$ cat config.mk
export PLATFORM = sky130hd
export DESIGN_NAME = eiec_ctrl
export DESIGN_NICKNAME = d
export VERILOG_FILES = /design/src/hdl/eiec_ctrl.v
export VERILOG_INCLUDE_DIRS = /design/src /design/src/hdl
export SDC_FILE = /design/constraint.sdc
export NUM_CORES = 1
export LEC_CHECK = 0
export ABC_CLOCK_PERIOD_IN_PS = 2000
export BUFFER_PORTS_ARGS = -buffer_cell sky130_fd_sc_hd__buf_2
export CAP_MARGIN = 40
export CORE_MARGIN = 3
export CORE_UTILIZATION = 48
export CTS_CLUSTER_DIAMETER = 150
export DETAILED_ROUTE_END_ITERATION = 8
export GPL_TIMING_DRIVEN = 0
export PLACE_DENSITY = 0.75
export SLEW_MARGIN = 15
export SYNTH_ARGS = -nofsm -noshare
export SYNTH_HDL_FRONTEND = slang
export SYNTH_SLANG_ARGS = --single-unit
$ cat constraint.sdc
create_clock -name sys_clk -period 2 [get_ports sys_clk]
set_input_delay 0.4 -clock sys_clk [delete_from_list [all_inputs] [get_ports sys_clk]]
set_output_delay 0.4 -clock sys_clk [all_outputs]
set_load 0.05 [all_outputs]
$ cat src/hdl/eiec_defines.vh
// constants for the edge interrupt and exception controller
`ifndef EIEC_DEFINES_VH
`define EIEC_DEFINES_VH

// register byte offsets on the avalon slave
`define EIEC_OFS_WAKE_EDGE     6'h00
`define EIEC_OFS_EXT_EDGE      6'h04
`define EIEC_OFS_EVT_EDGE      6'h08
`define EIEC_OFS_ENABLE_A      6'h0c
`define EIEC_OFS_REQ_A         6'h10
`define EIEC_OFS_WAKE_REQ      6'h14
`define EIEC_OFS_PERIPH_EN     6'h18
`define EIEC_OFS_PERIPH_REQ    6'h1c
`define EIEC_OFS_PORT_WAKE     6'h20
`define EIEC_OFS_PORT_EXT      6'h24
`define EIEC_OFS_STATUS        6'h28

// bit positions in the enable and request registers
`define EIEC_BIT_EXT_A         0
`define EIEC_BIT_EXT_B         1
`define EIEC_BIT_EVT           2
`define EIEC_BIT_WAKE          3

// reset values
`define EIEC_RST_BYTE          8'h00
`define EIEC_RST_CCR           8'h80
`define EIEC_CCR_I_BIT         7

// exception sequence lengths in states
`define EIEC_STACK_STATES      4'h4
`define EIEC_VEC_STATES        4'h2
`define EIEC_FETCH_STATES      4'h4
`define EIEC_INTP_STATES       4'h4

// vector table word indexes, byte address is twice the index
`define EIEC_VEC_RESET         5'h00
`define EIEC_VEC_EXT_A         5'h04
`define EIEC_VEC_EXT_B         5'h05
`define EIEC_VEC_EVT           5'h06
`define EIEC_VEC_WAKE          5'h07
`define EIEC_VEC_PERIPH0       5'h08

`endif

$ cat src/hdl/eiec_ctrl.v
// interrupt, edge detection and exception sequencer with avalon register slave
//
// Chosen here: the Avalon-MM slave port and the register addresses.
`timescale 1ns/1ps
`default_nettype none
`include "eiec_defines.vh"

// Function
// - each wakeup edge select bit: 0 falling edge, 1 rising edge on its pin
// - while reset is low all state and registers are held initialised
// - after reset: mask bit set, vector at 0000 loaded into pc
// - eight wakeup pins share one vector, each edge detected separately
// - selected wakeup edge sets its flag; one shared enable masks all eight
// - two external pins have separate vectors and own edge select bits
// - selected external edge sets its flag; each pin has its own enable
// - event pin edge from two-bit field; flag set only while enabled
// - peripherals have flag and enable; enable 0 masks the request
// - request reaches arbitration only while its enable is 1
// - only highest priority request presented, others stay pending
// - accepted only while mask bit is 0, else pending
// - accept after instruction ends; push pc and ccr, pc is return address
// - mask bit set after stacking; restore of ccr on return
// - vector of accepted interrupt loaded into pc, execution starts there
// - clear colliding with new request still runs that exception
// - response: 4 stacking, 2 vector, 4 fetch, 4 internal states
// - requests disabled after reset until first instruction has run
// - word accesses and stack use an even address
// - flags never clear on accept; writing 0 clears, 1 has no effect
module eiec_ctrl #(
    parameter NP = 4
) (
    input  wire        sys_clk,
    input  wire        rst_b,
    input  wire [5:0]  avs_address,
    input  wire        avs_read,
    input  wire        avs_write,
    input  wire [31:0] avs_writedata,
    output reg  [31:0] avs_readdata,
    output reg         avs_waitrequest,
    input  wire [7:0]  wakeup_pin_n,
    input  wire        ext_int_pin_a,
    input  wire        ext_int_pin_b,
    input  wire        event_counter_int_pin,
    input  wire [NP-1:0] periph_evt,
    input  wire        cpu_insn_end,
    input  wire [15:0] cpu_pc,
    input  wire [15:0] cpu_sp,
    input  wire        ccr_wr,
    input  wire [7:0]  ccr_wdata,
    output reg  [7:0]  condition_code_reg,
    output reg         irq_req,
    output reg  [15:0] irq_vec,
    output reg         exc_busy,
    output reg  [15:0] mem_addr,
    output reg         mem_rd,
    output reg         mem_wr,
    output reg  [15:0] mem_wdata,
    input  wire [15:0] mem_rdata,
    output reg         pc_load,
    output reg  [15:0] pc_value,
    output reg         sp_load,
    output reg  [15:0] sp_value
);

    localparam NPIN = 11;
    localparam NREQ = 4 + NP;

    // sequencer states
    localparam [2:0] ST_RVEC  = 3'h0;
    localparam [2:0] ST_IDLE  = 3'h1;
    localparam [2:0] ST_STACK = 3'h2;
    localparam [2:0] ST_VEC   = 3'h3;
    localparam [2:0] ST_FETCH = 3'h4;
    localparam [2:0] ST_INTP  = 3'h5;

    // software registers
    reg  [7:0]      wakeup_edge_select_r;
    reg  [1:0]      ext_int_edge_select_r;
    reg  [1:0]      event_edge_select_reg_r;
    reg  [3:0]      int_enable_reg_a_r;
    reg  [2:0]      int_request_flags_a_r;
    reg  [7:0]      wakeup_request_flags_r;
    reg  [NP-1:0]   periph_en_r;
    reg  [NP-1:0]   periph_req_r;
    reg  [7:0]      port_mode_wakeup_r;
    reg  [1:0]      port_mode_ext_r;

    // pin synchronisers and edge history
    reg  [NPIN-1:0] sync1_r;
    reg  [NPIN-1:0] sync2_r;
    reg  [NPIN-1:0] sync3_r;
    wire [NPIN-1:0] pins;
    wire [NPIN-1:0] rise;
    wire [NPIN-1:0] fall;

    // sequencer state
    reg  [2:0]      state_r;
    reg  [3:0]      cnt_r;
    reg  [4:0]      vec_idx_r;
    reg             first_done_r;
    reg  [15:0]     sp_work_r;

    // bus decode
    wire            bus_take;
    wire            wr_go;
    reg  [31:0]     rd_nxt;

    // arbitration
    wire [NREQ-1:0] req_vec;
    reg             any_req;
    reg  [4:0]      win_idx;
    integer         k;

    // event set lines
    wire [7:0]      wake_set;
    wire            ext_a_set;
    wire            ext_b_set;
    reg             evt_edge;
    wire [2:0]      req_a_set;

    // pin order: wakeup 7..0, ext a, ext b, event counter
    assign pins = {event_counter_int_pin, ext_int_pin_b, ext_int_pin_a, wakeup_pin_n};

    // two-stage synchroniser, third stage only for edge history
    // history resets high: active-low pins idle high, so no false edge
    always @(posedge sys_clk or negedge rst_b) begin
        if (!rst_b) begin
            sync1_r <= {NPIN{1'b1}};
            sync2_r <= {NPIN{1'b1}};
            sync3_r <= {NPIN{1'b1}};
        end else begin
            sync1_r <= pins;
            sync2_r <= sync1_r;
            sync3_r <= sync2_r;
        end
    end

    // per-pin edge detectors on the synchronised levels
    genvar g;
    generate
        for (g = 0; g < NPIN; g = g + 1) begin : g_edge
            assign rise[g] = sync2_r[g] & ~sync3_r[g];
            assign fall[g] = ~sync2_r[g] & sync3_r[g];
        end
    endgenerate

    // wakeup edges: each pin on its own select bit, gated by port mode
    generate
        for (g = 0; g < 8; g = g + 1) begin : g_wake
            assign wake_set[g] = port_mode_wakeup_r[g] &
                (wakeup_edge_select_r[g] ? rise[g] : fall[g]);
        end
    endgenerate

    // external pins each on own edge bit; event pin on two-bit field
    assign ext_a_set = port_mode_ext_r[0] &
        (ext_int_edge_select_r[0] ? rise[8] : fall[8]);
    assign ext_b_set = port_mode_ext_r[1] &
        (ext_int_edge_select_r[1] ? rise[9] : fall[9]);

    always @* begin
        case (event_edge_select_reg_r)
            2'b00:   evt_edge = fall[10];
            2'b01:   evt_edge = rise[10];
            default: evt_edge = rise[10] | fall[10];
        endcase
    end

    assign req_a_set = {evt_edge & int_enable_reg_a_r[`EIEC_BIT_EVT], ext_b_set, ext_a_set};

    // avalon handshake: one wait cycle, then the access completes
    assign bus_take = (avs_read | avs_write) & avs_waitrequest;
    assign wr_go    = avs_write & ~avs_waitrequest;

    // read mux, unmapped addresses read zero
    always @* begin
        rd_nxt = 32'h0000_0000;
        case (avs_address)
            `EIEC_OFS_WAKE_EDGE:  rd_nxt[7:0] = wakeup_edge_select_r;
            `EIEC_OFS_EXT_EDGE:   rd_nxt[1:0] = ext_int_edge_select_r;
            `EIEC_OFS_EVT_EDGE:   rd_nxt[1:0] = event_edge_select_reg_r;
            `EIEC_OFS_ENABLE_A:   rd_nxt[3:0] = int_enable_reg_a_r;
            `EIEC_OFS_REQ_A:      rd_nxt[2:0] = int_request_flags_a_r;
            `EIEC_OFS_WAKE_REQ:   rd_nxt[7:0] = wakeup_request_flags_r;
            `EIEC_OFS_PERIPH_EN:  rd_nxt[NP-1:0] = periph_en_r;
            `EIEC_OFS_PERIPH_REQ: rd_nxt[NP-1:0] = periph_req_r;
            `EIEC_OFS_PORT_WAKE:  rd_nxt[7:0] = port_mode_wakeup_r;
            `EIEC_OFS_PORT_EXT:   rd_nxt[1:0] = port_mode_ext_r;
            `EIEC_OFS_STATUS:     rd_nxt[10:0] = {first_done_r, vec_idx_r, exc_busy,
                                                  state_r, condition_code_reg[`EIEC_CCR_I_BIT]};
            default:              rd_nxt = 32'h0000_0000;
        endcase
    end

    // bus slave and plain control registers
    always @(posedge sys_clk or negedge rst_b) begin
        if (!rst_b) begin
            avs_waitrequest         <= 1'b1;
            avs_readdata            <= 32'h0000_0000;
            wakeup_edge_select_r    <= `EIEC_RST_BYTE;
            ext_int_edge_select_r   <= 2'h0;
            event_edge_select_reg_r <= 2'h0;
            int_enable_reg_a_r      <= 4'h0;
            periph_en_r             <= {NP{1'b0}};
            port_mode_wakeup_r      <= `EIEC_RST_BYTE;
            port_mode_ext_r         <= 2'h0;
        end else begin
            avs_waitrequest <= ~bus_take;
            if (avs_read & avs_waitrequest)
                avs_readdata <= rd_nxt;
            if (wr_go) begin
                case (avs_address)
                    `EIEC_OFS_WAKE_EDGE: wakeup_edge_select_r <= avs_writedata[7:0];
                    `EIEC_OFS_EXT_EDGE:  ext_int_edge_select_r <= avs_writedata[1:0];
                    `EIEC_OFS_EVT_EDGE:  event_edge_select_reg_r <= avs_writedata[1:0];
                    `EIEC_OFS_ENABLE_A:  int_enable_reg_a_r <= avs_writedata[3:0];
                    `EIEC_OFS_PERIPH_EN: periph_en_r <= avs_writedata[NP-1:0];
                    `EIEC_OFS_PORT_WAKE: port_mode_wakeup_r <= avs_writedata[7:0];
                    `EIEC_OFS_PORT_EXT:  port_mode_ext_r <= avs_writedata[1:0];
                    default: ;
                endcase
            end
        end
    end

    // request flags: write 0 clears, write 1 keeps, a new event wins over a clear
    // a flag set while software clears another one is never lost
    always @(posedge sys_clk or negedge rst_b) begin
        if (!rst_b) begin
            int_request_flags_a_r  <= 3'h0;
            wakeup_request_flags_r <= `EIEC_RST_BYTE;
            periph_req_r           <= {NP{1'b0}};
        end else begin
            int_request_flags_a_r <= req_a_set | (int_request_flags_a_r &
                ((wr_go && avs_address == `EIEC_OFS_REQ_A) ?
                 avs_writedata[2:0] : 3'h7));
            wakeup_request_flags_r <= wake_set | (wakeup_request_flags_r &
                ((wr_go && avs_address == `EIEC_OFS_WAKE_REQ) ?
                 avs_writedata[7:0] : 8'hff));
            periph_req_r <= periph_evt | (periph_req_r &
                ((wr_go && avs_address == `EIEC_OFS_PERIPH_REQ) ?
                 avs_writedata[NP-1:0] : {NP{1'b1}}));
        end
    end

    // enabled requests only, in fixed priority order, lowest index first
    assign req_vec = {periph_req_r & periph_en_r,
                      (|wakeup_request_flags_r) & int_enable_reg_a_r[`EIEC_BIT_WAKE],
                      int_request_flags_a_r & int_enable_reg_a_r[2:0]};

    // priority pick of the winning request
    always @* begin
        any_req = 1'b0;
        win_idx = 5'h00;
        for (k = NREQ - 1; k >= 0; k = k - 1) begin
            if (req_vec[k]) begin
                any_req = 1'b1;
                win_idx = k[4:0];
            end
        end
    end

    // exception sequencer: reset vector, stacking, vector fetch, fetch, internal
    always @(posedge sys_clk or negedge rst_b) begin
        if (!rst_b) begin
            state_r            <= ST_RVEC;
            cnt_r              <= 4'h0;
            vec_idx_r          <= `EIEC_VEC_RESET;
            first_done_r       <= 1'b0;
            sp_work_r          <= 16'h0000;
            condition_code_reg <= `EIEC_RST_CCR;
            irq_req            <= 1'b0;
            irq_vec            <= 16'h0000;
            exc_busy           <= 1'b1;
            mem_addr           <= 16'h0000;
            mem_rd             <= 1'b0;
            mem_wr             <= 1'b0;
            mem_wdata          <= 16'h0000;
            pc_load            <= 1'b0;
            pc_value           <= 16'h0000;
            sp_load            <= 1'b0;
            sp_value           <= 16'h0000;
        end else begin
            mem_rd  <= 1'b0;
            mem_wr  <= 1'b0;
            pc_load <= 1'b0;
            sp_load <= 1'b0;
            cnt_r   <= cnt_r + 4'h1;
            // presented request, held off until the first instruction ran
            irq_req <= any_req & first_done_r;
            // vector byte address of the current winner
            irq_vec <= {10'h000, win_idx + `EIEC_VEC_PERIPH0 - 5'h04, 1'b0};
            if (ccr_wr && state_r == ST_IDLE)
                condition_code_reg <= ccr_wdata;
            case (state_r)
                ST_RVEC: begin
                    if (cnt_r == 4'h0) begin
                        mem_addr <= {10'h000, `EIEC_VEC_RESET, 1'b0};
                        mem_rd   <= 1'b1;
                    end else begin
                        pc_value <= {mem_rdata[15:1], 1'b0};
                        pc_load  <= 1'b1;
                        exc_busy <= 1'b0;
                        state_r  <= ST_IDLE;
                    end
                end
                ST_IDLE: begin
                    // insn_end pulses during a sequence never land here
                    cnt_r <= 4'h0;
                    if (cpu_insn_end) begin
                        first_done_r <= 1'b1;
                        if (irq_req && !condition_code_reg[`EIEC_CCR_I_BIT]) begin
                            vec_idx_r <= (win_idx < 5'h04) ? win_idx + `EIEC_VEC_EXT_A :
                                         win_idx + `EIEC_VEC_PERIPH0 - 5'h04;
                            sp_work_r <= {cpu_sp[15:1], 1'b0};
                            exc_busy  <= 1'b1;
                            state_r   <= ST_STACK;
                        end
                    end
                end
                ST_STACK: begin
                    // pc word at sp-2 first, ccr word at sp-4 two states later
                    if (cnt_r == 4'h0) begin
                        mem_addr  <= sp_work_r - 16'h0002;
                        mem_wdata <= {cpu_pc[15:1], 1'b0};
                        mem_wr    <= 1'b1;
                    end else if (cnt_r == 4'h2) begin
                        mem_addr  <= sp_work_r - 16'h0004;
                        mem_wdata <= {condition_code_reg, condition_code_reg};
                        mem_wr    <= 1'b1;
                    end else if (cnt_r == `EIEC_STACK_STATES - 4'h1) begin
                        sp_value <= sp_work_r - 16'h0004;
                        sp_load  <= 1'b1;
                        condition_code_reg[`EIEC_CCR_I_BIT] <= 1'b1;
                        cnt_r    <= 4'h0;
                        state_r  <= ST_VEC;
                    end
                end
                ST_VEC: begin
                    if (cnt_r == 4'h0) begin
                        mem_addr <= {10'h000, vec_idx_r, 1'b0};
                        mem_rd   <= 1'b1;
                    end else begin
                        pc_value <= {mem_rdata[15:1], 1'b0};
                        pc_load  <= 1'b1;
                        cnt_r    <= 4'h0;
                        state_r  <= ST_FETCH;
                    end
                end
                ST_FETCH: begin
                    // cpu fetches the handler's first word, we only count
                    if (cnt_r == `EIEC_FETCH_STATES - 4'h1) begin
                        cnt_r   <= 4'h0;
                        state_r <= ST_INTP;
                    end
                end
                ST_INTP: begin
                    // internal states, then the cpu runs the handler
                    if (cnt_r == `EIEC_INTP_STATES - 4'h1) begin
                        exc_busy <= 1'b0;
                        state_r  <= ST_IDLE;
                    end
                end
                default: begin
                    state_r <= ST_IDLE;
                end
            endcase
        end
    end

endmodule // eiec_ctrl
`default_nettype wire

==> impl_results.html, run 1 <==
<table>
<tr><th>Metric</th><th>Value</th></tr>
<tr><th colspan="2">Finish</th></tr>
<tr><td>Number of flip-flops in the largest register</td><td>16</td></tr>
<tr><td>Number of nets in the layout</td><td>1,175</td></tr>
<tr><td>Fraction of layout cells with a size suffix above 1</td><td>between 40% and 50%</td></tr>
<tr><td>Signed area change from the synthesized netlist to the final layout</td><td>26.5%</td></tr>
<tr><td>Final standard cell count with taps included and fillers excluded</td><td>around 1,300</td></tr>
<tr><td>Most flops, register</td><td>mem_wdata</td></tr>
<tr><td>Utilization after layout</td><td>about 62%</td></tr>
<tr><td>Filler cell count in the final layout</td><td>~1,400</td></tr>
<tr><th colspan="2">Synthesis</th></tr>
<tr><td>Synth Warn #</td><td>0</td></tr>
<tr><td>Area contributors post-synth</td><td>dfrtp_1 (45%), dfstp_2 (11%), mux2_2 (8.1%)</td></tr>
<tr><td>Synthesized-area fraction occupied by adder cells</td><td>0.985%</td></tr>
<tr><td>Xor/xnor cell area share of the yosys netlist</td><td>between 2 and 3%</td></tr>
<tr><td>Post-synthesis mux area share</td><td>a little over a tenth</td></tr>
<tr><td>Fraction of registers with async set/reset</td><td>100%</td></tr>
<tr><td>Post-synthesis area per instance</td><td>about 11 um2</td></tr>
<tr><td>Yosys cell types</td><td>66</td></tr>
<tr><td>Cell taking the most area after synthesis</td><td>dfrtp_1</td></tr>
<tr><td>Largest family of logic cells by synthesized area</td><td>simple AND/OR/NAND/NOR gates</td></tr>
<tr><td>Area fraction of the dominant cell type after synthesis</td><td>44.7%</td></tr>
<tr><td>Sequential share of the synthesized area</td><td>55.4%</td></tr>
<tr><td>Synth top cells by count</td><td>dfrtp_1 (159), nand2_1 (121), o21ai_0 (74), mux2_2 (64), buf_4 (38)</td></tr>
<tr><td>Most frequent cell after synthesis</td><td>dfrtp_1</td></tr>
<tr><td>Cells after synthesis</td><td>approximately 810</td></tr>
<tr><td>Post-synthesis instance area</td><td>8890 um2</td></tr>
<tr><td>Post-synth EDFFs</td><td>0</td></tr>
<tr><td>Number of storage elements in the synthesis netlist</td><td>roughly 200</td></tr>
<tr><td>Synthesized-area fraction occupied by ao, oa, aoi and oai cells</td><td>between 10 and 15%</td></tr>
<tr><td>Synth Flop Type</td><td>dfrtp_1</td></tr>
<tr><td>Area fraction in and, or, nand and nor cells after synthesis</td><td>approximately 14%</td></tr>
<tr><th colspan="2">STA</th></tr>
<tr><td>Max Transition Viols Final</td><td>0</td></tr>
<tr><td>Unrepaired setup endpoints after global routing</td><td>true</td></tr>
<tr><td>Crit share post-route</td><td>between 90% and 100%</td></tr>
<tr><td>Skew final</td><td>just over 10 ps</td></tr>
<tr><td>Tmin final</td><td>about 2000 ps</td></tr>
<tr><td>Relative slew slack</td><td>roughly 60%</td></tr>
<tr><td>Worst Hold Margin</td><td>just under 60 ps</td></tr>
<tr><td>Worst slew pin tran</td><td>593 ps</td></tr>
<tr><td>Achievable Freq</td><td>~0.5 GHz</td></tr>
<tr><td>Number of hold violations in the final report</td><td>0</td></tr>
<tr><td>Final setup violation count</td><td>0</td></tr>
<tr><th colspan="2">Route</th></tr>
<tr><td>Number of vias in the routed layout</td><td>about 6,800</td></tr>
<tr><td>Post-DR vias/cell</td><td>between 5 and 6</td></tr>
<tr><td>Routed wire length</td><td>~22 mm</td></tr>
<tr><td>Antenna Violating Nets Remaining</td><td>0</td></tr>
<tr><td>Detailed-route wire length per cell</td><td>between 15 and 20 um</td></tr>
<tr><td>Count of unresolved DRC violations after routing</td><td>0</td></tr>
<tr><td>Detailed router's first-iteration violation count</td><td>approximately 500</td></tr>
<tr><td>Count of TritonRoute iterations in the first routing pass</td><td>5</td></tr>
<tr><th colspan="2">Power and ir drop</th></tr>
<tr><td>Switching power summed over all nets</td><td>0.00665 W</td></tr>
<tr><td>Pint</td><td>0.00912 W</td></tr>
<tr><td>Maximum resistive drop on vdd</td><td>between 0.7 and 0.8 mV</td></tr>
<tr><td>Switching part of the total</td><td>42.2%</td></tr>
<tr><td>Power per standard cell area</td><td>1400 nW/um2</td></tr>
<tr><td>Part of the total power dissipated in the clock network</td><td>approximately 22%</td></tr>
<tr><td>Combinational power share</td><td>between 40% and 50%</td></tr>
<tr><td>Lkg Pwr</td><td>5.34 nW</td></tr>
<tr><td>Sequential fraction of design power</td><td>between 30% and 40%</td></tr>
<tr><th colspan="2">Global routing</th></tr>
<tr><td>Antenna violations before repair</td><td>2</td></tr>
<tr><td>Overall track demand over capacity in global routing</td><td>a little over a fifth</td></tr>
<tr><td>Remaining global-route overflow</td><td>0</td></tr>
<tr><td>Maximum number of pins on one net before global-route repair</td><td>86</td></tr>
<tr><td>Wire length of the first global-routing pass</td><td>approximately 35 mm</td></tr>
<tr><td>Number of global-route vias before repair</td><td>6,680</td></tr>
<tr><th colspan="2">Placed design</th></tr>
<tr><td>Buffers added on ports</td><td>between 150 and 200</td></tr>
<tr><td>Hpwl dp</td><td>~16 mm</td></tr>
<tr><td>Placed cell count</td><td>about 1,200</td></tr>
<tr><td>Routability-driven placement congestion ratio</td><td>a little over 0.9</td></tr>
<tr><th colspan="2">Worst setup path</th></tr>
<tr><td>WP data arrival</td><td>around 2300 ps</td></tr>
<tr><td>Kind of critical path</td><td>flop to flop</td></tr>
<tr><td>Critical Path Max Stage Delay</td><td>520 ps</td></tr>
<tr><td>Slowest cell on the critical path</td><td>or4_4</td></tr>
<tr><td>Cell occurring most often along the worst timing path</td><td>or4_4</td></tr>
<tr><td>Crit-path max FO</td><td>5</td></tr>
<tr><td>Required arrival time at the worst endpoint</td><td>about 2400 ps</td></tr>
<tr><td>Critical Path End Type</td><td>flop</td></tr>
<tr><td>Worst-path cell chain</td><td>buf_6, or4_4, or4_4, nand2b_4, xor2_2, o21ai_2</td></tr>
<tr><td>Critical path startpoint category</td><td>flop</td></tr>
<tr><th colspan="2">Die</th></tr>
<tr><td>Die Wd</td><td>142 um</td></tr>
<tr><td>Core Footprint</td><td>18,100 um2</td></tr>
<tr><td>Total Die Area</td><td>just over 20,000 um2</td></tr>
<tr><td>Vert. Die Dim</td><td>around 140 um</td></tr>
<tr><td># rows</td><td>49</td></tr>
<tr><td>Number of ports placed on the die boundary</td><td>~240</td></tr>
<tr><td>Initial Utilization</td><td>between 40% and 50%</td></tr>
<tr><th colspan="2">Clock network</th></tr>
<tr><td>Buffer depth of the longest clock path</td><td>2</td></tr>
<tr><td>Worst-skew pair later-pin latency</td><td>430 ps</td></tr>
<tr><td>Clock-pin slew on the worst setup and hold paths</td><td>~70 ps</td></tr>
<tr><td>Library cell used as clock root buffer</td><td>clkbuf_16</td></tr>
<tr><td>Max H-tree Level</td><td>4</td></tr>
<tr><td>Cts bufs inserted</td><td>17</td></tr>
<tr><td>Clock tree from TritonCTS</td><td>done</td></tr>
<tr><td>CTS sink count</td><td>between 150 and 200</td></tr>
<tr><th colspan="2">Min path</th></tr>
<tr><td>Class of the tightest hold or removal check</td><td>input pin to flop</td></tr>
<tr><th colspan="2">Outcome</th></tr>
<tr><td>Run status</td><td>finished clean</td></tr>
<tr><th colspan="2">Job</th></tr>
<tr><td>MaxCap Viol Count</td><td>0</td></tr>
</table>
power groups by stage:
stage / Clock [W] / Combinational [W] / Sequential [W]
finish: 0.00352 / 0.00662 / 0.00564
global route: 0.00376 / 0.00710 / 0.00575
CTS: 0.00359 / 0.00633 / 0.00559
detailed placement: 0 / 0.00608 / 0.00564
global placement: 0 / 0.00600 / 0.00560
floorplan: 0 / 0.00263 / 0.00749
repair_timing:
action | CTS | global route
gates cloned | 0 | 1
hold endpoints to repair | 44 | 0
pin swaps | 3 | 10
setup endpoints to repair | 89 | 98
setup buffers | 6 | 12
hold buffers | 1 | 0
resized for setup | 23 | 52
layer usage:
| metal | wire, um | up-vias | GRT usage (%) |
|---|---|---|---|
| li1 | - | 3226 | - |
| met1 | 9100 | 3317 | 27.5 |
| met2 | 11400 | 220 | 37.7 |
| met3 | 1210 | 40 | 4.77 |
| met4 | 459 | 2 | 6.77 |
| met5 | 13 | - | 0 |
metrics by stage:
step / power, W / TNS, ps / worst slack (ps) / cell area, um2
3_3_place_gp: 0.0116 / -491180 / -2630 / 10200
3_5_place_dp: 0.0117 / -24530 / -410 / 10300
6_report: 0.0158 / 0 / 24.0 / 11200
2_1_floorplan: 0.0101 / 0 / 54.7 / 9040
5_1_grt: 0.0166 / -847 / -45.0 / 11200
4_1_cts: 0.0155 / 0 / 8.37 / 11000
path summary, 6_finish.rpt:
check                                       from                     to  slack, ps  cells past startpoint
max                                 sp_work_r[8]           sp_value[13]         20                      6
min                        event_counter_int_pin            sync1_r[10]         60                      1
max reg2reg                         sp_work_r[8]           sp_value[13]         20                      6
min reg2reg                           sync1_r[5]             sync2_r[5]        360                      0
max in group asynchronous                  rst_b             sync3_r[3]        780                      3
min in group asynchronous                  rst_b  condition_code_reg[3]        450                      2
layout by cell type (no fill, tap or decap), types with 5 or more instances in the layout:
master | synthesis | final
clkbuf_2 | 0 | 9
buf_2 | 11 | 180
nand2b_1 | 9 | 8
a21boi_0 | 5 | 5
dfrtp_1 | 159 | 154
clkbuf_16 | 0 | 21
o21ai_1 | 8 | 11
o21ai_0 | 74 | 71
buf_4 | 38 | 52
nor2_1 | 34 | 34
ha_1 | 7 | 5
nand3_1 | 10 | 9
inv_1 | 12 | 10
conb_1 | 1 | 37
xor2_1 | 13 | 12
nor3_1 | 7 | 5
mux2i_1 | 6 | 6
xnor2_1 | 15 | 15
a22o_1 | 5 | 5
nor4_1 | 8 | 7
mux2_1 | 9 | 9
a21oi_1 | 28 | 26
dfrtp_2 | 0 | 5
nand2_1 | 121 | 120
mux2_2 | 64 | 62
and2_1 | 10 | 10
dfstp_2 | 36 | 36
a22oi_1 | 15 | 14
clkbuf_1 | 26 | 15
final cells by class:
| class | instances | area [um2] | share of cell area [%] |
|---|---|---|---|
| Sequential cell | 195 | 4930 | 43.8 |
| Multi-Input combinational cell | 559 | 3780 | 33.6 |
| Timing Repair Buffer | 194 | 1110 | 9.86 |
| Clock buffer | 22 | 508 | 4.52 |
| Buffer | 74 | 479 | 4.26 |
| Tap cell | 229 | 287 | 2.55 |
| Clock inverter | 10 | 105 | 0.935 |
| Inverter | 12 | 45.0 | 0.401 |
| Antenna cell | 1 | 2.50 | 0.0223 |
critical path: cells and delay by family, from the launching register on:
family | cells | cell delay (ps)
XOR/XNOR | 1 | 160
buffers and inverters | 1 | 130
AND/OR/NAND/NOR | 3 | 1100
flip-flops | 1 | 390
AO/OA/AOI/OAI | 1 | 120
kinds of logic (layout without fill, tap and decap cells):
group / after synthesis / count (layout)
simple gates: 244 / 244
flops: 195 / 195
compound gates: 161 / 161
buf+inv: 88 / 312
mux: 82 / 82
xor+xnor: 28 / 28
fa+ha+maj: 7 / 7
other cells: 1 / 38
Power figures use the tool's default switching activity.
==> inputs of run 2 (changes only) <==
Settings changed: ABC_AREA set to 1, CTS_CLUSTER_DIAMETER 150 to 60.
==> impl_results.html, run 2 <==
<table>
<tr><th>Metric</th><th>Value</th></tr>
<tr><th colspan="2">Die</th></tr>
<tr><td>Total Die Area</td><td>approximately 20,000 um2</td></tr>
<tr><td>Vert. Die Dim</td><td>about 140 um</td></tr>
<tr><td>Core Footprint</td><td>approximately 18,000 um2</td></tr>
<tr><td>Die Wd</td><td>approximately 140 um</td></tr>
<tr><td>Initial Utilization</td><td>~50%</td></tr>
<tr><td># rows</td><td>49</td></tr>
<tr><td>Number of ports placed on the die boundary</td><td>roughly 240</td></tr>
<tr><th colspan="2">Outcome</th></tr>
<tr><td>Run status</td><td>finished with violations</td></tr>
<tr><td>Violations in the final reports</td><td>hold timing</td></tr>
<tr><th colspan="2">Finish</th></tr>
<tr><td>Design area</td><td>11,100 um2</td></tr>
<tr><td>Utilization after layout</td><td>about 61%</td></tr>
<tr><td>Diodes inserted</td><td>0</td></tr>
<tr><td>Leading cell type in the layout, fill and taps excluded</td><td>nand2_1</td></tr>
<tr><td>Signed area change from the synthesized netlist to the final layout</td><td>22.0%</td></tr>
<tr><td>Number of flip-flops in the largest register</td><td>16</td></tr>
<tr><td>Fraction of layout cells with a size suffix above 1</td><td>26.7%</td></tr>
<tr><td>Filler cell count in the final layout</td><td>approximately 1,600</td></tr>
<tr><td>Most used cells in the layout excluding fill and tap cells</td><td>nand2_1 (371), buf_2 (189), dfrtp_1 (159)</td></tr>
<tr><td>Combined area of the multi-input logic cells</td><td>approximately 3500 um2</td></tr>
<tr><td>Most flops, register</td><td>mem_wdata</td></tr>
<tr><td>Number of nets in the layout</td><td>around 1,400</td></tr>
<tr><td>Register area</td><td>between 4000 and 5000 um2</td></tr>
<tr><th colspan="2">Synthesis</th></tr>
<tr><td>Number of storage elements in the synthesis netlist</td><td>a little under 200</td></tr>
<tr><td>Yosys cell types</td><td>36</td></tr>
<tr><td>Synth Flop Type</td><td>dfrtp_1</td></tr>
<tr><td>Post-synthesis instance area</td><td>slightly above 9000 um2</td></tr>
<tr><td>Post-synthesis area per instance</td><td>8.47 um2</td></tr>
<tr><td>Synth Warn #</td><td>0</td></tr>
<tr><td>Area fraction of the dominant cell type after synthesis</td><td>~44%</td></tr>
<tr><td>Fraction of registers with async set/reset</td><td>between 90% and 100%</td></tr>
<tr><td>Post-synth EDFFs</td><td>0</td></tr>
<tr><td>Sequential share of the synthesized area</td><td>between 50 and 60%</td></tr>
<tr><td>Area contributors post-synth</td><td>dfrtp_1 (44%), nand2_1 (15%), dfstp_2 (10%)</td></tr>
<tr><td>Most frequent cell after synthesis</td><td>nand2_1</td></tr>
<tr><td>Synth top cells by count</td><td>nand2_1 (371), dfrtp_1 (159), o21ai_0 (90), nor2_1 (84), inv_1 (75)</td></tr>
<tr><td>Cells after synthesis</td><td>approximately 1,100</td></tr>
<tr><td>Cell taking the most area after synthesis</td><td>dfrtp_1</td></tr>
<tr><th colspan="2">Clock network</th></tr>
<tr><td>Worst-skew pair later-pin latency</td><td>about 440 ps</td></tr>
<tr><td>Clock tree from TritonCTS</td><td>done</td></tr>
<tr><td>CTS sink count</td><td>between 150 and 200</td></tr>
<tr><td>Library cell used as clock root buffer</td><td>clkbuf_16</td></tr>
<tr><td># resized after CTS</td><td>0</td></tr>
<tr><td>Buffers inserted during post-CTS setup optimization</td><td>0</td></tr>
<tr><td>Max H-tree Level</td><td>4</td></tr>
<tr><td>Cts bufs inserted</td><td>17</td></tr>
<tr><td>Clock-pin slew on the worst setup and hold paths</td><td>roughly 80 ps</td></tr>
<tr><td>Buffer depth of the longest clock path</td><td>2</td></tr>
<tr><td>Hold Buf Count CTS</td><td>0</td></tr>
<tr><th colspan="2">Placed design</th></tr>
<tr><td>Post-detailed-placement cell area</td><td>10,400 um2</td></tr>
<tr><td>Hpwl dp</td><td>17.9 mm</td></tr>
<tr><td>Worst slack after detailed placement</td><td>51.3 ps</td></tr>
<tr><td>Buffers added on ports</td><td>177</td></tr>
<tr><td>Routability-driven placement congestion ratio</td><td>just over 0.9</td></tr>
<tr><th colspan="2">Power and ir drop</th></tr>
<tr><td>Lkg Pwr</td><td>5.77 nW</td></tr>
<tr><td>Power per standard cell area</td><td>about 1500 nW/um2</td></tr>
<tr><td>Maximum resistive drop on vdd</td><td>between 0.9 and 1 mV</td></tr>
<tr><th colspan="2">STA</th></tr>
<tr><td>Slack of the critical path</td><td>192 ps</td></tr>
<tr><td>Crit share post-route</td><td>between 90% and 100%</td></tr>
<tr><td>Worst Hold Margin</td><td>-27.6 ps</td></tr>
<tr><td>Tmin final</td><td>1810 ps</td></tr>
<tr><td>Number of hold violations in the final report</td><td>11</td></tr>
<tr><td>Relative slew slack</td><td>50.5%</td></tr>
<tr><td>Final setup violation count</td><td>0</td></tr>
<tr><td>Achievable Freq</td><td>0.553 GHz</td></tr>
<tr><td>Worst slew pin tran</td><td>roughly 740 ps</td></tr>
<tr><td>Skew final</td><td>about 12 ps</td></tr>
<tr><td>Max Transition Viols Final</td><td>0</td></tr>
<tr><td>Unrepaired setup endpoints after global routing</td><td>false</td></tr>
<tr><th colspan="2">Route</th></tr>
<tr><td>Detailed-route wire length per cell</td><td>around 15 um</td></tr>
<tr><td>Routed wire length</td><td>23.9 mm</td></tr>
<tr><td>Met2 layer wire length in the routed design</td><td>approximately 11 mm</td></tr>
<tr><td>Detailed router's first-iteration violation count</td><td>just under 600</td></tr>
<tr><td>Uppermost layer routed</td><td>met4</td></tr>
<tr><td>Count of unresolved DRC violations after routing</td><td>0</td></tr>
<tr><td>Detailed-route wire length on metal 1</td><td>about 11 mm</td></tr>
<tr><td>Antenna Violating Nets Remaining</td><td>0</td></tr>
<tr><td>Number of vias in the routed layout</td><td>between 7,000 and 8,000</td></tr>
<tr><td>Count of TritonRoute iterations in the first routing pass</td><td>5</td></tr>
<tr><td>Amount of wire on met3 after detailed routing</td><td>between 1 and 1.5 mm</td></tr>
<tr><td>Post-DR vias/cell</td><td>5.05</td></tr>
<tr><th colspan="2">Worst setup path</th></tr>
<tr><td>Critical path startpoint category</td><td>flop</td></tr>
<tr><td>Crit-path max FO</td><td>10</td></tr>
<tr><td>Critical Path End Type</td><td>flop</td></tr>
<tr><td>Required arrival time at the worst endpoint</td><td>2330 ps</td></tr>
<tr><td>WP data arrival</td><td>~2100 ps</td></tr>
<tr><td>Worst Reg2Reg Path Length in Cells</td><td>10</td></tr>
<tr><td>Kind of critical path</td><td>flop to flop</td></tr>
<tr><th colspan="2">Global routing</th></tr>
<tr><td>Number of global-route vias before repair</td><td>between 7,000 and 8,000</td></tr>
<tr><td>Wire length of the first global-routing pass</td><td>~38 mm</td></tr>
<tr><td>Overall track demand over capacity in global routing</td><td>23.6%</td></tr>
<tr><td>Maximum number of pins on one net before global-route repair</td><td>about 100</td></tr>
<tr><td>Remaining global-route overflow</td><td>0</td></tr>
<tr><td>Antenna violations before repair</td><td>0</td></tr>
<tr><th colspan="2">Job</th></tr>
<tr><td>MaxCap Viol Count</td><td>0</td></tr>
<tr><th colspan="2">Min path</th></tr>
<tr><td>Class of the tightest hold or removal check</td><td>input pin to async pin</td></tr>
</table>
[run 2: through the flow]
stage | cells | setup TNS, ps | total power, W | hold slack, ps
2_1_floorplan | 1106 | 0 | 0.0112 | 104
3_3_place_gp | 1512 | -466520 | 0.0131 | 346
3_5_place_dp | 1513 | 0 | 0.0132 | 347
4_1_cts | 1545 | 0 | 0.0169 | 17.6
5_1_grt | 1545 | 0 | 0.0180 | 26.7
6_report | 1545 | 0 | 0.0169 | -27.6
[run 2: worst paths after layout]
path,endpoint,startpoint,slack (ps)
setup / recovery,mem_addr[14],cnt_r[0],190
hold / removal,int_request_flags_a_r[0],rst_b,-30
setup reg to reg,mem_addr[14],cnt_r[0],190
hold reg to reg,sync2_r[6],sync1_r[6],350
max in group asynchronous,sync2_r[1],rst_b,1100
min in group sys_clk,sync1_r[0],wakeup_pin_n[0],50
[run 2: final cells by class]
type                            count  area share [%]
Multi-Input combinational cell    766            32.0
Sequential cell                   195            44.5
Tap cell                          229            2.59
Timing Repair Buffer              178            8.35
Clock buffer                       18            4.07
Clock inverter                     14            1.71
Buffer                             62            3.89
Inverter                           83            2.82
[run 2: cells by family (layout without fill, tap and decap cells)]
| group | count (synthesis) | after routing | synth area share [%] |
|---|---|---|---|
| AOI/OAI and AO/OA | 146 | 146 | 8.84 |
| xor gates and xnor gates | 13 | 13 | 1.26 |
| adders and majority gates | 7 | 7 | 0.966 |
| buffers and inverters | 145 | 355 | 8.17 |
| DFF | 195 | 195 | 54.3 |
| muxes | 7 | 7 | 0.870 |
| other | 1 | 37 | 0.0414 |
| and+or+nand+nor | 556 | 556 | 25.5 |
[run 2: critical path: stages (launching register included)]
cell and delay (ps):
dfrtp_1 410, inv_1 90, ha_1 170, inv_1 70
nor2_4 270, nand2_1 150, nand2_2 140, inv_2 80
buf_4 190, nand2_1 70, nand2_1 60
[run 2: power breakdown]
part / total, W / internal [W] / switching, W
sequential: 0.00578 / 0.00502 / 0.000762
combinational: 0.00743 / 0.00189 / 0.00554
clock: 0.00367 / 0.00208 / 0.00159
total: 0.0169 / 0.00899 / 0.00789
[run 2: layer usage]
layer / vias up / GRT usage, %
li1: 3823 / -
met3: 37 / 4.66
met1: 3679 / 33.4
met2: 265 / 36.6
met5: - / 0
met4: 0 / 8.08
